## config.mk

```make
export PLATFORM = sky130hd
export DESIGN_NAME = ctdc_regs
export DESIGN_NICKNAME = d
export VERILOG_FILES = /design/src/rtl/ctdc_pkg.sv /design/src/rtl/ctdc_gain_if.sv /design/src/rtl/ctdc_regs.sv /design/src/rtl/ctdc_delay_line.sv /design/src/rtl/ctdc_gain_stage.sv
export SDC_FILE = /design/constraint.sdc
export NUM_CORES = 2
export LEC_CHECK = 0
export BUFFER_PORTS_ARGS = -buffer_cell sky130_fd_sc_hd__buf_2
export CORE_UTILIZATION = 30
export CTS_CLUSTER_SIZE = 20
export DETAILED_ROUTE_END_ITERATION = 8
export PLACE_DENSITY = 0.46
export SLEW_MARGIN = 20
export SYNTH_ARGS = -nofsm -noshare
export SYNTH_HDL_FRONTEND = slang
export SYNTH_SLANG_ARGS = --single-unit
```

## constraint.sdc

```tcl
create_clock -name clk -period 32.7 [get_ports clk]
set_input_delay 4.905 -clock clk [delete_from_list [all_inputs] [get_ports clk]]
set_output_delay 4.905 -clock clk [all_outputs]
set_load 0.01 [all_outputs]
```

## src/rtl/ctdc_pkg.sv

```systemverilog
package ctdc_pkg;

	// ----------------------------------------------------------------
	// Register indices (byte address is four times the index)
	// ----------------------------------------------------------------
	localparam logic [7:0] IDX_CH3_PHASE_TRIM = 8'h4a;
	localparam logic [7:0] IDX_CH4_VOLUME = 8'h4d;
	localparam logic [7:0] IDX_CH4_GAIN_TRIM = 8'h4e;
	localparam logic [7:0] IDX_CH4_PHASE_TRIM = 8'h4f;
	localparam logic [7:0] IDX_PROCESSING_CONFIG0 = 8'h6b;

	// ----------------------------------------------------------------
	// Reset values
	// ----------------------------------------------------------------
	localparam logic [7:0] RST_CH3_PHASE_TRIM = 8'h00;
	localparam logic [7:0] RST_CH4_VOLUME = 8'hc9;
	localparam logic [7:0] RST_CH4_GAIN_TRIM = 8'h80;
	localparam logic [7:0] RST_CH4_PHASE_TRIM = 8'h00;
	localparam logic [7:0] RST_PROCESSING_CONFIG0 = 8'h01;

	// ----------------------------------------------------------------
	// Field layout
	// ----------------------------------------------------------------
	localparam logic [7:0] GAIN_TRIM_WR_MASK = 8'hf0;
	localparam int unsigned GAIN_TRIM_LSB = 4;
	localparam int unsigned DECIMATION_LSB = 4;
	localparam int unsigned SUMMATION_LSB = 2;
	localparam int unsigned HIGHPASS_LSB = 0;

	// ----------------------------------------------------------------
	// Gain law
	// ----------------------------------------------------------------
	localparam logic [7:0] VOLUME_MUTE_CODE = 8'h00;
	localparam logic signed [12:0] VOLUME_UNITY_CODE = 13'sh0c9;
	localparam logic signed [12:0] GAIN_TRIM_UNITY_CODE = 13'sh008;
	localparam logic signed [12:0] TENTHS_PER_HALF_DB = 13'sh005;
	localparam logic signed [12:0] TENTHS_OFFSET = 13'sh4b0;
	localparam logic [11:0] TENTHS_PER_OCTAVE = 12'h03c;
	localparam logic [11:0] TENTHS_PER_STEP = 12'h005;
	localparam logic signed [5:0] OCTAVE_UNITY = 6'sh14;
	localparam int unsigned GAIN_FRAC_BITS = 14;

	// ----------------------------------------------------------------
	// Sizes and timing
	// ----------------------------------------------------------------
	localparam int unsigned SAMPLE_WIDTH = 24;
	localparam int unsigned PHASE_DEPTH = 256;
	localparam int unsigned MOD_CLK_DIV = 8;

	// ----------------------------------------------------------------
	// Mode encodings
	// ----------------------------------------------------------------
	typedef enum logic [1:0] {DECI_LINEAR, DECI_LOW_LATENCY, DECI_ULTRA_LOW, DECI_RESERVED}
		ctdc_deci_type;
	typedef enum logic [1:0] {SUM_OFF, SUM_AVG_CH12, SUM_RESERVED2, SUM_RESERVED3} ctdc_sum_type;
	typedef enum logic [1:0] {HPF_PROGRAMMABLE, HPF_FC_00025, HPF_FC_0002, HPF_FC_0008}
		ctdc_hpf_type;

endpackage : ctdc_pkg

```

## src/rtl/ctdc_gain_if.sv

```systemverilog
`timescale 1ns/10ps
`default_nettype none

interface ctdc_gain_if #(
	parameter int unsigned SW = 24
);
	logic valid;
	logic mute;
	logic [15:0] coarse;
	logic [15:0] fine;
	logic signed [5:0] shift;
	logic signed [SW-1:0] din;
	logic signed [SW-1:0] dout;
	logic dout_valid;

	modport ctrl (output valid, output mute, output coarse, output fine, output shift,
		output din, input dout, input dout_valid);
	modport stage (input valid, input mute, input coarse, input fine, input shift,
		input din, output dout, output dout_valid);
endinterface : ctdc_gain_if

`default_nettype wire

```

## src/rtl/ctdc_regs.sv

```systemverilog
// The Avalon-MM slave port was decided locally.
`timescale 1ns/10ps
`default_nettype none

module ctdc_regs #(
	parameter int unsigned SW = ctdc_pkg::SAMPLE_WIDTH,
	parameter int unsigned MOD_DIV = ctdc_pkg::MOD_CLK_DIV
) (
	// Clock and reset
	input wire logic clk,
	input wire logic rstn,
	// Avalon-MM slave
	input wire logic [9:0] avs_address,
	input wire logic [3:0] avs_byteenable,
	input wire logic avs_read,
	input wire logic avs_write,
	input wire logic [31:0] avs_writedata,
	output logic [31:0] avs_readdata,
	output logic avs_waitrequest,
	// Audio inputs
	input wire logic sample_valid,
	input wire logic signed [SW-1:0] ch1_in,
	input wire logic signed [SW-1:0] ch2_in,
	input wire logic signed [SW-1:0] ch4_in,
	input wire logic pdm3_in,
	input wire logic pdm4_in,
	// Audio outputs
	output logic pdm3_out,
	output logic pdm4_out,
	output logic signed [SW-1:0] ch4_out,
	output logic ch4_out_valid,
	output logic signed [SW-1:0] sum_out,
	output logic sum_out_valid,
	// Filter configuration
	output logic [1:0] decimation_response_sel,
	output logic [1:0] summation_sel,
	output logic [1:0] highpass_sel
);
	// ----------------------------------------------------------------
	// Gain tables
	// ----------------------------------------------------------------
	// Half-dB steps inside one 6 dB octave, unity is 16'h4000.
	function automatic logic [15:0] coarse_gain(input logic [3:0] n);
		logic [15:0] v;
		case (n)
			4'h0: v = 16'h4000;
			4'h1: v = 16'h43cc;
			4'h2: v = 16'h47cf;
			4'h3: v = 16'h4c10;
			4'h4: v = 16'h5092;
			4'h5: v = 16'h5558;
			4'h6: v = 16'h5a66;
			4'h7: v = 16'h5fc2;
			4'h8: v = 16'h656f;
			4'h9: v = 16'h6b71;
			4'ha: v = 16'h71cf;
			default: v = 16'h788e;
		endcase
		return v;
	endfunction : coarse_gain

	function automatic logic [15:0] fine_gain(input logic [2:0] m);
		logic [15:0] v;
		case (m)
			3'h0: v = 16'h4000;
			3'h1: v = 16'h40be;
			3'h2: v = 16'h417e;
			3'h3: v = 16'h4240;
			default: v = 16'h4305;
		endcase
		return v;
	endfunction : fine_gain

	// ----------------------------------------------------------------
	// Modulator tick divider
	// ----------------------------------------------------------------
	localparam int unsigned DW = (MOD_DIV > 1) ? $clog2(MOD_DIV) : 1;
	localparam logic [DW-1:0] DIV_LAST = DW'(MOD_DIV - 1);

	logic [DW-1:0] div_q;
	logic [DW-1:0] div_d;
	logic tick_q;
	logic tick_d;

	always_comb begin
		div_d = div_q + 1'b1;
		tick_d = 1'b0;
		if (div_q == DIV_LAST) begin
			div_d = '0;
			tick_d = 1'b1;
		end
	end

	always_ff @(posedge clk or negedge rstn) begin
		if (!rstn) begin
			div_q <= '0;
			tick_q <= 1'b0;
		end else begin
			div_q <= div_d;
			tick_q <= tick_d;
		end
	end

	// ----------------------------------------------------------------
	// Bus slave
	// ----------------------------------------------------------------
	typedef enum logic {BUS_IDLE, BUS_ACK} ctdc_bus_type;

	ctdc_bus_type bus_q;
	ctdc_bus_type bus_d;
	logic wait_q;
	logic wait_d;
	logic [31:0] rdata_q;
	logic [31:0] rdata_d;
	logic [7:0] idx;
	logic [7:0] rd_byte;
	logic wr_commit;

	logic [7:0] ch3_phase_q;
	logic [7:0] ch3_phase_d;
	logic [7:0] ch4_vol_q;
	logic [7:0] ch4_vol_d;
	logic [7:0] ch4_gain_q;
	logic [7:0] ch4_gain_d;
	logic [7:0] ch4_phase_q;
	logic [7:0] ch4_phase_d;
	logic [7:0] proc_cfg_q;
	logic [7:0] proc_cfg_d;

	assign idx = avs_address[9:2];

	always_comb begin
		if (idx == ctdc_pkg::IDX_CH3_PHASE_TRIM) begin
			rd_byte = ch3_phase_q;
		end else if (idx == ctdc_pkg::IDX_CH4_VOLUME) begin
			rd_byte = ch4_vol_q;
		end else if (idx == ctdc_pkg::IDX_CH4_GAIN_TRIM) begin
			rd_byte = ch4_gain_q;
		end else if (idx == ctdc_pkg::IDX_CH4_PHASE_TRIM) begin
			rd_byte = ch4_phase_q;
		end else if (idx == ctdc_pkg::IDX_PROCESSING_CONFIG0) begin
			rd_byte = proc_cfg_q;
		end else begin
			rd_byte = 8'h00;
		end
	end

	// The answer is registered, so every access costs exactly two cycles;
	// that keeps the decode off the bus timing path at a small price in rate.
	always_comb begin
		bus_d = bus_q;
		wait_d = 1'b1;
		rdata_d = rdata_q;
		case (bus_q)
			BUS_IDLE: begin
				if (avs_read || avs_write) begin
					bus_d = BUS_ACK;
					wait_d = 1'b0;
					rdata_d = {24'h000000, rd_byte};
				end
			end
			BUS_ACK: begin
				bus_d = BUS_IDLE;
			end
			default: begin
				bus_d = BUS_IDLE;
			end
		endcase
	end

	assign wr_commit = (bus_q == BUS_ACK) && avs_write && avs_byteenable[0];

	always_comb begin
		ch3_phase_d = ch3_phase_q;
		ch4_vol_d = ch4_vol_q;
		ch4_gain_d = ch4_gain_q;
		ch4_phase_d = ch4_phase_q;
		proc_cfg_d = proc_cfg_q;
		if (wr_commit) begin
			if (idx == ctdc_pkg::IDX_CH3_PHASE_TRIM) begin
				ch3_phase_d = avs_writedata[7:0];
			end else if (idx == ctdc_pkg::IDX_CH4_VOLUME) begin
				ch4_vol_d = avs_writedata[7:0];
			end else if (idx == ctdc_pkg::IDX_CH4_GAIN_TRIM) begin
				ch4_gain_d = avs_writedata[7:0] & ctdc_pkg::GAIN_TRIM_WR_MASK;
			end else if (idx == ctdc_pkg::IDX_CH4_PHASE_TRIM) begin
				ch4_phase_d = avs_writedata[7:0];
			end else if (idx == ctdc_pkg::IDX_PROCESSING_CONFIG0) begin
				proc_cfg_d = avs_writedata[7:0];
			end
		end
	end

	always_ff @(posedge clk or negedge rstn) begin
		if (!rstn) begin
			bus_q <= BUS_IDLE;
			wait_q <= 1'b1;
			rdata_q <= 32'h00000000;
			ch3_phase_q <= ctdc_pkg::RST_CH3_PHASE_TRIM;
			ch4_vol_q <= ctdc_pkg::RST_CH4_VOLUME;
			ch4_gain_q <= ctdc_pkg::RST_CH4_GAIN_TRIM;
			ch4_phase_q <= ctdc_pkg::RST_CH4_PHASE_TRIM;
			proc_cfg_q <= ctdc_pkg::RST_PROCESSING_CONFIG0;
		end else begin
			bus_q <= bus_d;
			wait_q <= wait_d;
			rdata_q <= rdata_d;
			ch3_phase_q <= ch3_phase_d;
			ch4_vol_q <= ch4_vol_d;
			ch4_gain_q <= ch4_gain_d;
			ch4_phase_q <= ch4_phase_d;
			proc_cfg_q <= proc_cfg_d;
		end
	end

	assign avs_readdata = rdata_q;
	assign avs_waitrequest = wait_q;

	assign decimation_response_sel = proc_cfg_q[ctdc_pkg::DECIMATION_LSB +: 2];
	assign summation_sel = proc_cfg_q[ctdc_pkg::SUMMATION_LSB +: 2];
	assign highpass_sel = proc_cfg_q[ctdc_pkg::HIGHPASS_LSB +: 2];

	// ----------------------------------------------------------------
	// Settings applied at the sample boundary
	// ----------------------------------------------------------------
	logic [7:0] act_ch3_phase_q;
	logic [7:0] act_ch3_phase_d;
	logic [7:0] act_ch4_phase_q;
	logic [7:0] act_ch4_phase_d;
	logic [7:0] act_vol_q;
	logic [7:0] act_vol_d;
	logic [3:0] act_trim_q;
	logic [3:0] act_trim_d;
	logic signed [SW-1:0] sum_q;
	logic signed [SW-1:0] sum_d;
	logic sum_valid_q;
	logic signed [SW:0] sum_wide;

	always_comb begin
		act_ch3_phase_d = act_ch3_phase_q;
		act_ch4_phase_d = act_ch4_phase_q;
		act_vol_d = act_vol_q;
		act_trim_d = act_trim_q;
		sum_wide = ((SW+1)'(ch1_in) + (SW+1)'(ch2_in)) >>> 1;
		sum_d = sum_q;
		if (sample_valid) begin
			act_ch3_phase_d = ch3_phase_q;
			act_ch4_phase_d = ch4_phase_q;
			act_vol_d = ch4_vol_q;
			act_trim_d = ch4_gain_q[ctdc_pkg::GAIN_TRIM_LSB +: 4];
			if (summation_sel == ctdc_pkg::SUM_AVG_CH12) begin
				sum_d = sum_wide[SW-1:0];
			end else begin
				sum_d = ch1_in;
			end
		end
	end

	always_ff @(posedge clk or negedge rstn) begin
		if (!rstn) begin
			act_ch3_phase_q <= ctdc_pkg::RST_CH3_PHASE_TRIM;
			act_ch4_phase_q <= ctdc_pkg::RST_CH4_PHASE_TRIM;
			act_vol_q <= ctdc_pkg::RST_CH4_VOLUME;
			act_trim_q <= ctdc_pkg::RST_CH4_GAIN_TRIM[ctdc_pkg::GAIN_TRIM_LSB +: 4];
			sum_q <= '0;
			sum_valid_q <= 1'b0;
		end else begin
			act_ch3_phase_q <= act_ch3_phase_d;
			act_ch4_phase_q <= act_ch4_phase_d;
			act_vol_q <= act_vol_d;
			act_trim_q <= act_trim_d;
			sum_q <= sum_d;
			sum_valid_q <= sample_valid;
		end
	end

	assign sum_out = sum_q;
	assign sum_out_valid = sum_valid_q;

	// ----------------------------------------------------------------
	// Phase trim delay lines
	// ----------------------------------------------------------------
	ctdc_delay_line #(
		.DEPTH(ctdc_pkg::PHASE_DEPTH),
		.AW(8)
	) u_ch3_delay (
		.clk(clk),
		.rstn(rstn),
		.tick(tick_q),
		.din(pdm3_in),
		.delay(act_ch3_phase_q),
		.dout(pdm3_out)
	);

	ctdc_delay_line #(
		.DEPTH(ctdc_pkg::PHASE_DEPTH),
		.AW(8)
	) u_ch4_delay (
		.clk(clk),
		.rstn(rstn),
		.tick(tick_q),
		.din(pdm4_in),
		.delay(act_ch4_phase_q),
		.dout(pdm4_out)
	);

	// ----------------------------------------------------------------
	// Channel 4 volume and gain trim
	// ----------------------------------------------------------------
	// Octaves are taken as 6.0 dB, so large cuts drift from the true
	// law by up to 0.3 percent per octave; a full table would cost far more.
	logic signed [12:0] tenths;
	logic [11:0] ofs;
	logic [11:0] octave;
	logic [11:0] rem;
	logic [11:0] step;
	logic [11:0] frac;

	ctdc_gain_if #(.SW(SW)) gif ();

	always_comb begin
		tenths = ($signed({5'h00, act_vol_q}) - ctdc_pkg::VOLUME_UNITY_CODE)
			* ctdc_pkg::TENTHS_PER_HALF_DB
			+ $signed({9'h000, act_trim_q}) - ctdc_pkg::GAIN_TRIM_UNITY_CODE;
		ofs = 12'(tenths + ctdc_pkg::TENTHS_OFFSET);
		octave = ofs / ctdc_pkg::TENTHS_PER_OCTAVE;
		rem = 12'(ofs - 12'(octave * ctdc_pkg::TENTHS_PER_OCTAVE));
		step = rem / ctdc_pkg::TENTHS_PER_STEP;
		frac = 12'(rem - 12'(step * ctdc_pkg::TENTHS_PER_STEP));
	end

	assign gif.valid = sample_valid;
	assign gif.mute = (act_vol_q == ctdc_pkg::VOLUME_MUTE_CODE);
	assign gif.coarse = coarse_gain(step[3:0]);
	assign gif.fine = fine_gain(frac[2:0]);
	assign gif.shift = $signed(octave[5:0]) - ctdc_pkg::OCTAVE_UNITY;
	assign gif.din = ch4_in;

	ctdc_gain_stage #(
		.SW(SW)
	) u_gain (
		.clk(clk),
		.rstn(rstn),
		.g(gif.stage)
	);

	assign ch4_out = gif.dout;
	assign ch4_out_valid = gif.dout_valid;
endmodule : ctdc_regs

`default_nettype wire

```

## src/rtl/ctdc_delay_line.sv

```systemverilog
`timescale 1ns/10ps
`default_nettype none

module ctdc_delay_line #(
	parameter int unsigned DEPTH = 256,
	parameter int unsigned AW = 8
) (
	// Clock and reset
	input wire logic clk,
	input wire logic rstn,
	// Stream
	input wire logic tick,
	input wire logic din,
	input wire logic [AW-1:0] delay,
	output logic dout
);
	logic mem [DEPTH];
	logic [AW-1:0] wptr_q;
	logic [AW-1:0] wptr_d;
	logic dout_q;
	logic dout_d;

	always_comb begin
		wptr_d = wptr_q;
		dout_d = dout_q;
		if (tick) begin
			wptr_d = wptr_q + 1'b1;
			if (delay == '0) begin
				dout_d = din;
			end else begin
				dout_d = mem[wptr_q - delay];
			end
		end
	end

	always_ff @(posedge clk) begin
		if (tick) begin
			mem[wptr_q] <= din;
		end
	end

	always_ff @(posedge clk or negedge rstn) begin
		if (!rstn) begin
			wptr_q <= '0;
			dout_q <= 1'b0;
		end else begin
			wptr_q <= wptr_d;
			dout_q <= dout_d;
		end
	end

	assign dout = dout_q;
endmodule : ctdc_delay_line

`default_nettype wire

```

## src/rtl/ctdc_gain_stage.sv

```systemverilog
`timescale 1ns/10ps
`default_nettype none

module ctdc_gain_stage #(
	parameter int unsigned SW = 24
) (
	// Clock and reset
	input wire logic clk,
	input wire logic rstn,
	// Gain control and samples
	ctdc_gain_if.stage g
);
	localparam int unsigned PW = 48;
	localparam logic signed [PW-1:0] MAX_S = PW'({1'b0, {(SW-1){1'b1}}});
	localparam logic signed [PW-1:0] MIN_S = -MAX_S - 1;

	logic signed [PW-1:0] p1;
	logic signed [PW-1:0] p2;
	logic signed [PW-1:0] p3;
	logic signed [SW-1:0] dout_q;
	logic signed [SW-1:0] dout_d;
	logic valid_q;
	logic valid_d;

	always_comb begin
		p1 = (PW'(g.din) * $signed(PW'(g.coarse))) >>> ctdc_pkg::GAIN_FRAC_BITS;
		p2 = (p1 * $signed(PW'(g.fine))) >>> ctdc_pkg::GAIN_FRAC_BITS;
		if (g.shift >= 0) begin
			p3 = p2 <<< g.shift;
		end else begin
			p3 = p2 >>> (-g.shift);
		end
		valid_d = g.valid;
		dout_d = dout_q;
		if (g.valid) begin
			if (g.mute) begin
				dout_d = '0;
			end else if (p3 > MAX_S) begin
				dout_d = MAX_S[SW-1:0];
			end else if (p3 < MIN_S) begin
				dout_d = MIN_S[SW-1:0];
			end else begin
				dout_d = p3[SW-1:0];
			end
		end
	end

	always_ff @(posedge clk or negedge rstn) begin
		if (!rstn) begin
			dout_q <= '0;
			valid_q <= 1'b0;
		end else begin
			dout_q <= dout_d;
			valid_q <= valid_d;
		end
	end

	assign g.dout = dout_q;
	assign g.dout_valid = valid_q;
endmodule : ctdc_gain_stage

`default_nettype wire

```

* Word level (Yosys, flattened, before mapping)
Memories as Yosys holds them, arrays and structs flattened. A register that Yosys moved wholly into a read port is not among the register bits.
Index checks and enable logic that the tools add are counted.
** Storage, ports and cells
- Register bits :: 143
- RAM bits :: 512
- Bits in read-only memories :: 224
- Output and inout port bits :: 91
- Logic and storage cells :: 95
- Memories kept :: 3
** Operators by class
- Add/subtract/negate cells :: 14
- Multiply operators :: 5
- Divide/modulo/power cells :: 2
- $lt $le $gt $ge :: 3
- Equal/unequal tests :: 10
- Shift operators :: 2
- Muxes and demuxes :: 19
- Bitwise gates (word level) :: 5
- Reduce and logical (&&, ||, !) cells :: 13
** Memory list
- u_ch3_delay.mem :: depth 256, width 1, read ports 1, clocked after memory_dff 1, wr ports 1, line ctdc_delay_line.sv:17 : logic mem [DEPTH];
- u_ch4_delay.mem :: depth 256, width 1, read ports 1, clocked after memory_dff 1, wr ports 1, line ctdc_delay_line.sv:17
- (name not given) :: depth 16, width 14, read ports 1, clocked after memory_dff 0, wr ports 0, line ctdc_regs.sv:45 : case (n)
** Operators with widths (count)
- $mux 24 :: 4
- $gt 48x24->1 const B :: 1
- $lt 48x24->1 const B :: 1
- $mux 48 :: 1
- $sshl 34x6->48 :: 1
- $sshr 34x6->48 :: 1
- $mul 27x16->43 :: 1
- $mul 24x17->41 :: 1
- $eq 8x7->1 const B :: 5
- $mux 8 :: 5
- $pmux 10 s4 :: 1
- $add 24x24->25 :: 1
- $add 8x1->8 const B :: 2
- $sub 8x8->8 :: 2
- $add 12x12->12 const B :: 1
- $add 12x5->12 :: 1
- $div 12x3->12 const B :: 1
- $div 12x6->12 const B :: 1
- $mul 12x3->3 const B :: 1
- $mul 12x4->10 const B :: 1
- $mul 9x4->12 const B :: 1
- $sub 12x12->12 :: 1
- $sub 12x5->12 const B :: 1
- $sub 8x8->9 const B :: 1
- other kinds (23) :: 36

* Depth between registers and ports, before layout
- Depth after elaboration :: 20
- Mapped depth :: 130

* Modules after synthesis
A second synthesis with hierarchy kept.
** Second synthesis, totals
- Cells, all modules :: 7058
- Area, all modules :: 69581.7 µm²
** By module, submodules not included
- ctdc_gain_stage :: instances 1, cells an instance 4284, area each 35795.6 µm²
- ctdc_delay_line :: instances 2, cells an instance 854, area each 12115.4 µm²
- ctdc_regs :: instances 1, cells an instance 1066, area each 9555.4 µm²

* Least setup slack after synthesis
No wires, ideal clock.
- Kind :: register to register
- From :: register act_vol_q[0]
- To :: register u_gain.dout_q[10], in the netlist u_gain.g.dout[10]
- Setup time :: 0.087 ns
- Arrival :: 28.205 ns
- Data required time :: 32.613 ns
- Path slack :: 4.408 ns
- Cell stages (with the launch flop) :: 117
- Clock period less this slack :: 28.292 ns
- Cell sequence :: dfstp_2 inv_1 ha_1 inv_1 o21ai_0 xnor2_1 inv_1 fa_1 inv_1 fa_1 inv_1 ha_1 o21a_1 a2111o_1 a21o_1 and3_1 buf_6 maj3_2 [81 not listed] a22o_1 o21ai_0 a31oi_1 o221ai_1 a21oi_1 a311oi_1 o21ba_2 xor2_1 a41oi_1 a31oi_1 a21oi_1 a221o_1 a221oi_2 or4b_4 nor4_4 a41oi_4 buf_6 o2111ai_2
** On the way
- Word-level cells in the longest chain between the ends :: 20
- Elaborated cells between the ends (all ways) :: 31
** RTL lines
- start, declared :: line ctdc_regs.sv:230 : logic [7:0] act_vol_q;
- start signal, assigned :: line ctdc_regs.sv:263 : act_vol_q <= ctdc_pkg::RST_CH4_VOLUME;
- start signal, assigned :: line ctdc_regs.sv:270 : act_vol_q <= act_vol_d;
- $sub 8x8->9 :: line ctdc_regs.sv:322 : tenths = ($signed({5'h00, act_vol_q}) - ctdc_pkg::VOLUME_UNITY_CODE)
- $mul 9x4->12 :: line ctdc_regs.sv:323 : * ctdc_pkg::TENTHS_PER_HALF_DB
- $add 12x5->12 :: line ctdc_regs.sv:324 : + $signed({9'h000, act_trim_q}) - ctdc_pkg::GAIN_TRIM_UNITY_CODE;
- $sub 12x5->12 :: line ctdc_regs.sv:324
- $add 12x12->12 :: line ctdc_regs.sv:325 : ofs = 12'(tenths + ctdc_pkg::TENTHS_OFFSET);
- $div 12x6->12 :: line ctdc_regs.sv:326 : octave = ofs / ctdc_pkg::TENTHS_PER_OCTAVE;
- $mul 12x4->10 :: line ctdc_regs.sv:327 : rem = 12'(ofs - 12'(octave * ctdc_pkg::TENTHS_PER_OCTAVE));
- $sub 12x12->12 :: line ctdc_regs.sv:327
- [4 not listed]
- $pmux 10 s4 :: line ctdc_regs.sv:64 : case (m)
- $mul 27x16->43 :: line ctdc_gain_stage.sv:27 : p2 = (p1 * $signed(PW'(g.fine))) >>> ctdc_pkg::GAIN_FRAC_BITS;
- $sshr 34x6->48 or $sshl 34x6->48 (tied branches) :: line ctdc_gain_stage.sv:31, ctdc_gain_stage.sv:29
- $mux 48 :: line ctdc_gain_stage.sv:28 : if (g.shift >= 0) begin
- $lt 48x24->1 :: line ctdc_gain_stage.sv:40 : end else if (p3 < MIN_S) begin
- $mux 24 :: line ctdc_gain_stage.sv:40
- $mux 24 :: line ctdc_gain_stage.sv:38 : end else if (p3 > MAX_S) begin
- $mux 24 * :: line ctdc_gain_stage.sv:36 : if (g.mute) begin
- end signal, assigned :: line ctdc_gain_stage.sv:53 : dout_q <= dout_d;
- end, declared :: line ctdc_gain_stage.sv:20 : logic signed [SW-1:0] dout_q;
Mark *: on every way between the ends. The rest lies on a longest branch, timed or not.
A chain may end at the register's enable or synchronous reset.

* Worst setup path in the final report
- From :: register act_vol_q[0]
- To :: register u_gain.dout_q[5], in the netlist u_gain.g.dout[5]
The elaborated chain is that of the path after synthesis.

==> results.ini <==
[outcome]
status=finished, final reports clean

[worst_setup_path]
endpoint=u_gain.g.dout[5]
cp-start-kind=flop
r2r_end=u_gain.g.dout[5]
cp-startpoint=act_vol_q[0]
cpMaxStageDelayCell=xnor2_1
ff2ff_setup_slack_ns=2.27
r2r_start=act_vol_q[0]
slowest_delay_ns=0.76
path_common_cell=fa_1
rr_worst_depth=107
critPathMaxFanout=24
endpoint_kind=flop
cp.required_ns=33.24
crit_arrival_ns=30.98
worstSetupPathType=flop to flop

[job]
drv_cap=0

[cells_and_area]
final_common_cell=inv_1
fin_nets=7266
drive_gt1_share_pct=12.1
final_cell_mix=954 x inv_1, 755 x nor2_1, 634 x fa_1
final.fill_count=21200
syn_to_final_growth_pct=10.1

[yosys]
syn_inst=6137
ys_seq_area_share_pct=30.7
synth_edf_count=512
yosys-top-cells-area=edfxtp_1 25%, fa_1 21%, ha_1 6.6%, mux4_2 6.4%, inv_1 5.8%
synth_area_mm2=0.0620
yosysTopAreaCell=edfxtp_1
synth_flop_cell=edfxtp_1
yosysTopAreaCellShare_pct=24.8
ys_ff_latch=657
syn_avg_cell_area_um2=10.1
ys_async_sr_fraction_pct=22.1
yosysWarnings=0
yosysUniqueCellTypes=114

[global_route]
antenna_found_initial=2
grt_max_degree=150
overflow=0
grtUsageTotal_pct=17.1
grt_pass1_wl_mm=281
grt_pass1_vias=46900

[floorplan]
core_area_mm2=0.205
ios=216
row_count=166
die_area_mm2=0.208
die_w_um=456
die_h_um=456
start_util_pct=30.2

[sta]
rsz0062_at_grt=false
final-hold-violation-count=0
tightest_slew_ns=1.17
holdWs_ns=0.442
timing.final.max_slew_violations=0
fmax_ghz=0.0329
period_needed_ns=30.43
fin_setup_tns_ns=0
final-setup-viol-count=0
timing.final.crit_share_pct=93.1
clock_skew_ns=0.0620
maxSlewHeadroom_pct=21.6

[detailed_routing]
vias_per_cell=4.96
dr_total_vias=44300
firstDrtPassIters=6
drc=0
wl_mm=176
drt.antenna.violating_nets=0
wl_per_cell_um=19.7
drtIter0Drc=2868

[place]
hpwl_mm=131
port_buffers=162
gp_congestion=0.891

[clock_network]
cts_root_buffer=clkbuf_16
clk_pin_slew_ns=0.06
cts_buffer_depth=3
cts_max_level=3
insertion_delay_ns=0.67
numCtsBuffers=71
holdBufCountCts=0
cts_tree=yes
cts_sinks=657

[min_path]
hold_class=flop to flop

## metal layers
layer  vias to the layer above  routed length, um  track usage [%]
met5                         -                  0                0
met1                     22500              77700             22.9
met3                       251               6360             1.38
met2                       985              85600             28.9
met4                         0               6500             6.08
li1                      20500                  -                -
## worst min-delay path by stage
stage,startpoint,to,slack (ns),cells after the start
floorplan,div_q[0],div_q[0],0.40,1
global placement,div_q[0],div_q[0],0.42,1
detailed placement,div_q[0],div_q[0],0.44,1
CTS,div_q[0],div_q[0],0.45,1
global route,div_q[0],div_q[0],0.47,1
finish,div_q[0],div_q[0],0.44,1
## cells in the mapped netlist (11+ instances only)
library cell,count
a221oi_1,17
buf_1,26
nand4_1,35
edfxtp_1,512
fa_1,636
a21o_1,54
nor2b_1,98
nand2b_1,25
nor4_1,19
mux2i_1,47
a21oi_1,209
a21boi_0,12
xor2_1,56
o21ai_0,186
buf_2,18
a211oi_1,39
dfstp_2,12
o221ai_1,12
ha_1,327
xnor2_1,104
or3_1,12
nand3_1,91
o21ai_1,11
buf_4,36
nor2_1,759
dfrtp_1,133
or2_2,12
o211ai_1,27
nand2_1,563
o22ai_1,12
a31oi_1,41
o21bai_1,16
mux4_2,176
o31ai_1,26
o2111ai_1,17
nor3_1,86
o21a_1,27
and3_1,23
inv_1,954
and2_1,127
mux2_2,59
clkbuf_1,254
## registers in the layout (all words and copies together), names as in the netlist, 24 cells and up
name	cells
sum_out	24
u_ch3_delay.mem	256
u_ch4_delay.mem	256
u_gain.g.dout	24
## kinds of logic (layout without fill, tap and decap cells)
family	count (synthesis)	in the layout	share of synthesized area, %
adders and majority gates	965	965	27.2
DFF	657	657	30.7
xor gates and xnor gates	165	165	2.41
buffers and inverters	1307	1380	8.30
and+or+nand+nor	1899	1899	13.7
AOI/OAI and AO/OA	861	861	9.45
other	1	25	0.00605
muxes	282	282	8.23
## repair_timing
item                                    in CTS  in global routing
buffers inserted                             0                  1
endpoints found under the setup margin       0                 23
resized for setup                            0                 11
## layout make-up
class	instances	area, um2	share of cell area [%]
Multi-Input combinational cell	4196	38100	55.9
Timing Repair Buffer	289	1800	2.64
Clock inverter	43	407	0.596
Inverter	963	3620	5.31
Clock buffer	85	1860	2.73
Antenna cell	1	2.50	0.00367
Tap cell	2688	3360	4.93
Sequential cell	657	19000	27.9
## critical path: cells and delay by family (launching register included)
kind,cells,cell delay (ns)
multiplexers,2,0.72
XOR/XNOR,6,2.43
buffers and inverters,20,2.30
flip-flops,1,0.53
adder cells (fa/ha/maj),23,9.94
AO/OA/AOI/OAI,34,8.97
AND/OR/NAND/NOR,22,5.34
## metrics by stage
step           instances  util, %  worst slack (ns)  instance area (um2)
2_1_floorplan       6160        -              4.41                62000
3_3_place_gp        8792     32.1              1.45                65800
3_5_place_dp        8792     32.1              1.52                65800
4_1_cts             8920     33.2              1.32                68100
5_1_grt             8921     33.3            0.0270                68200
6_report            8922     33.3              2.27                68200
Power is not shown: default switching activity piles up to over one toggle a cycle in this logic, so the estimate is an artifact.
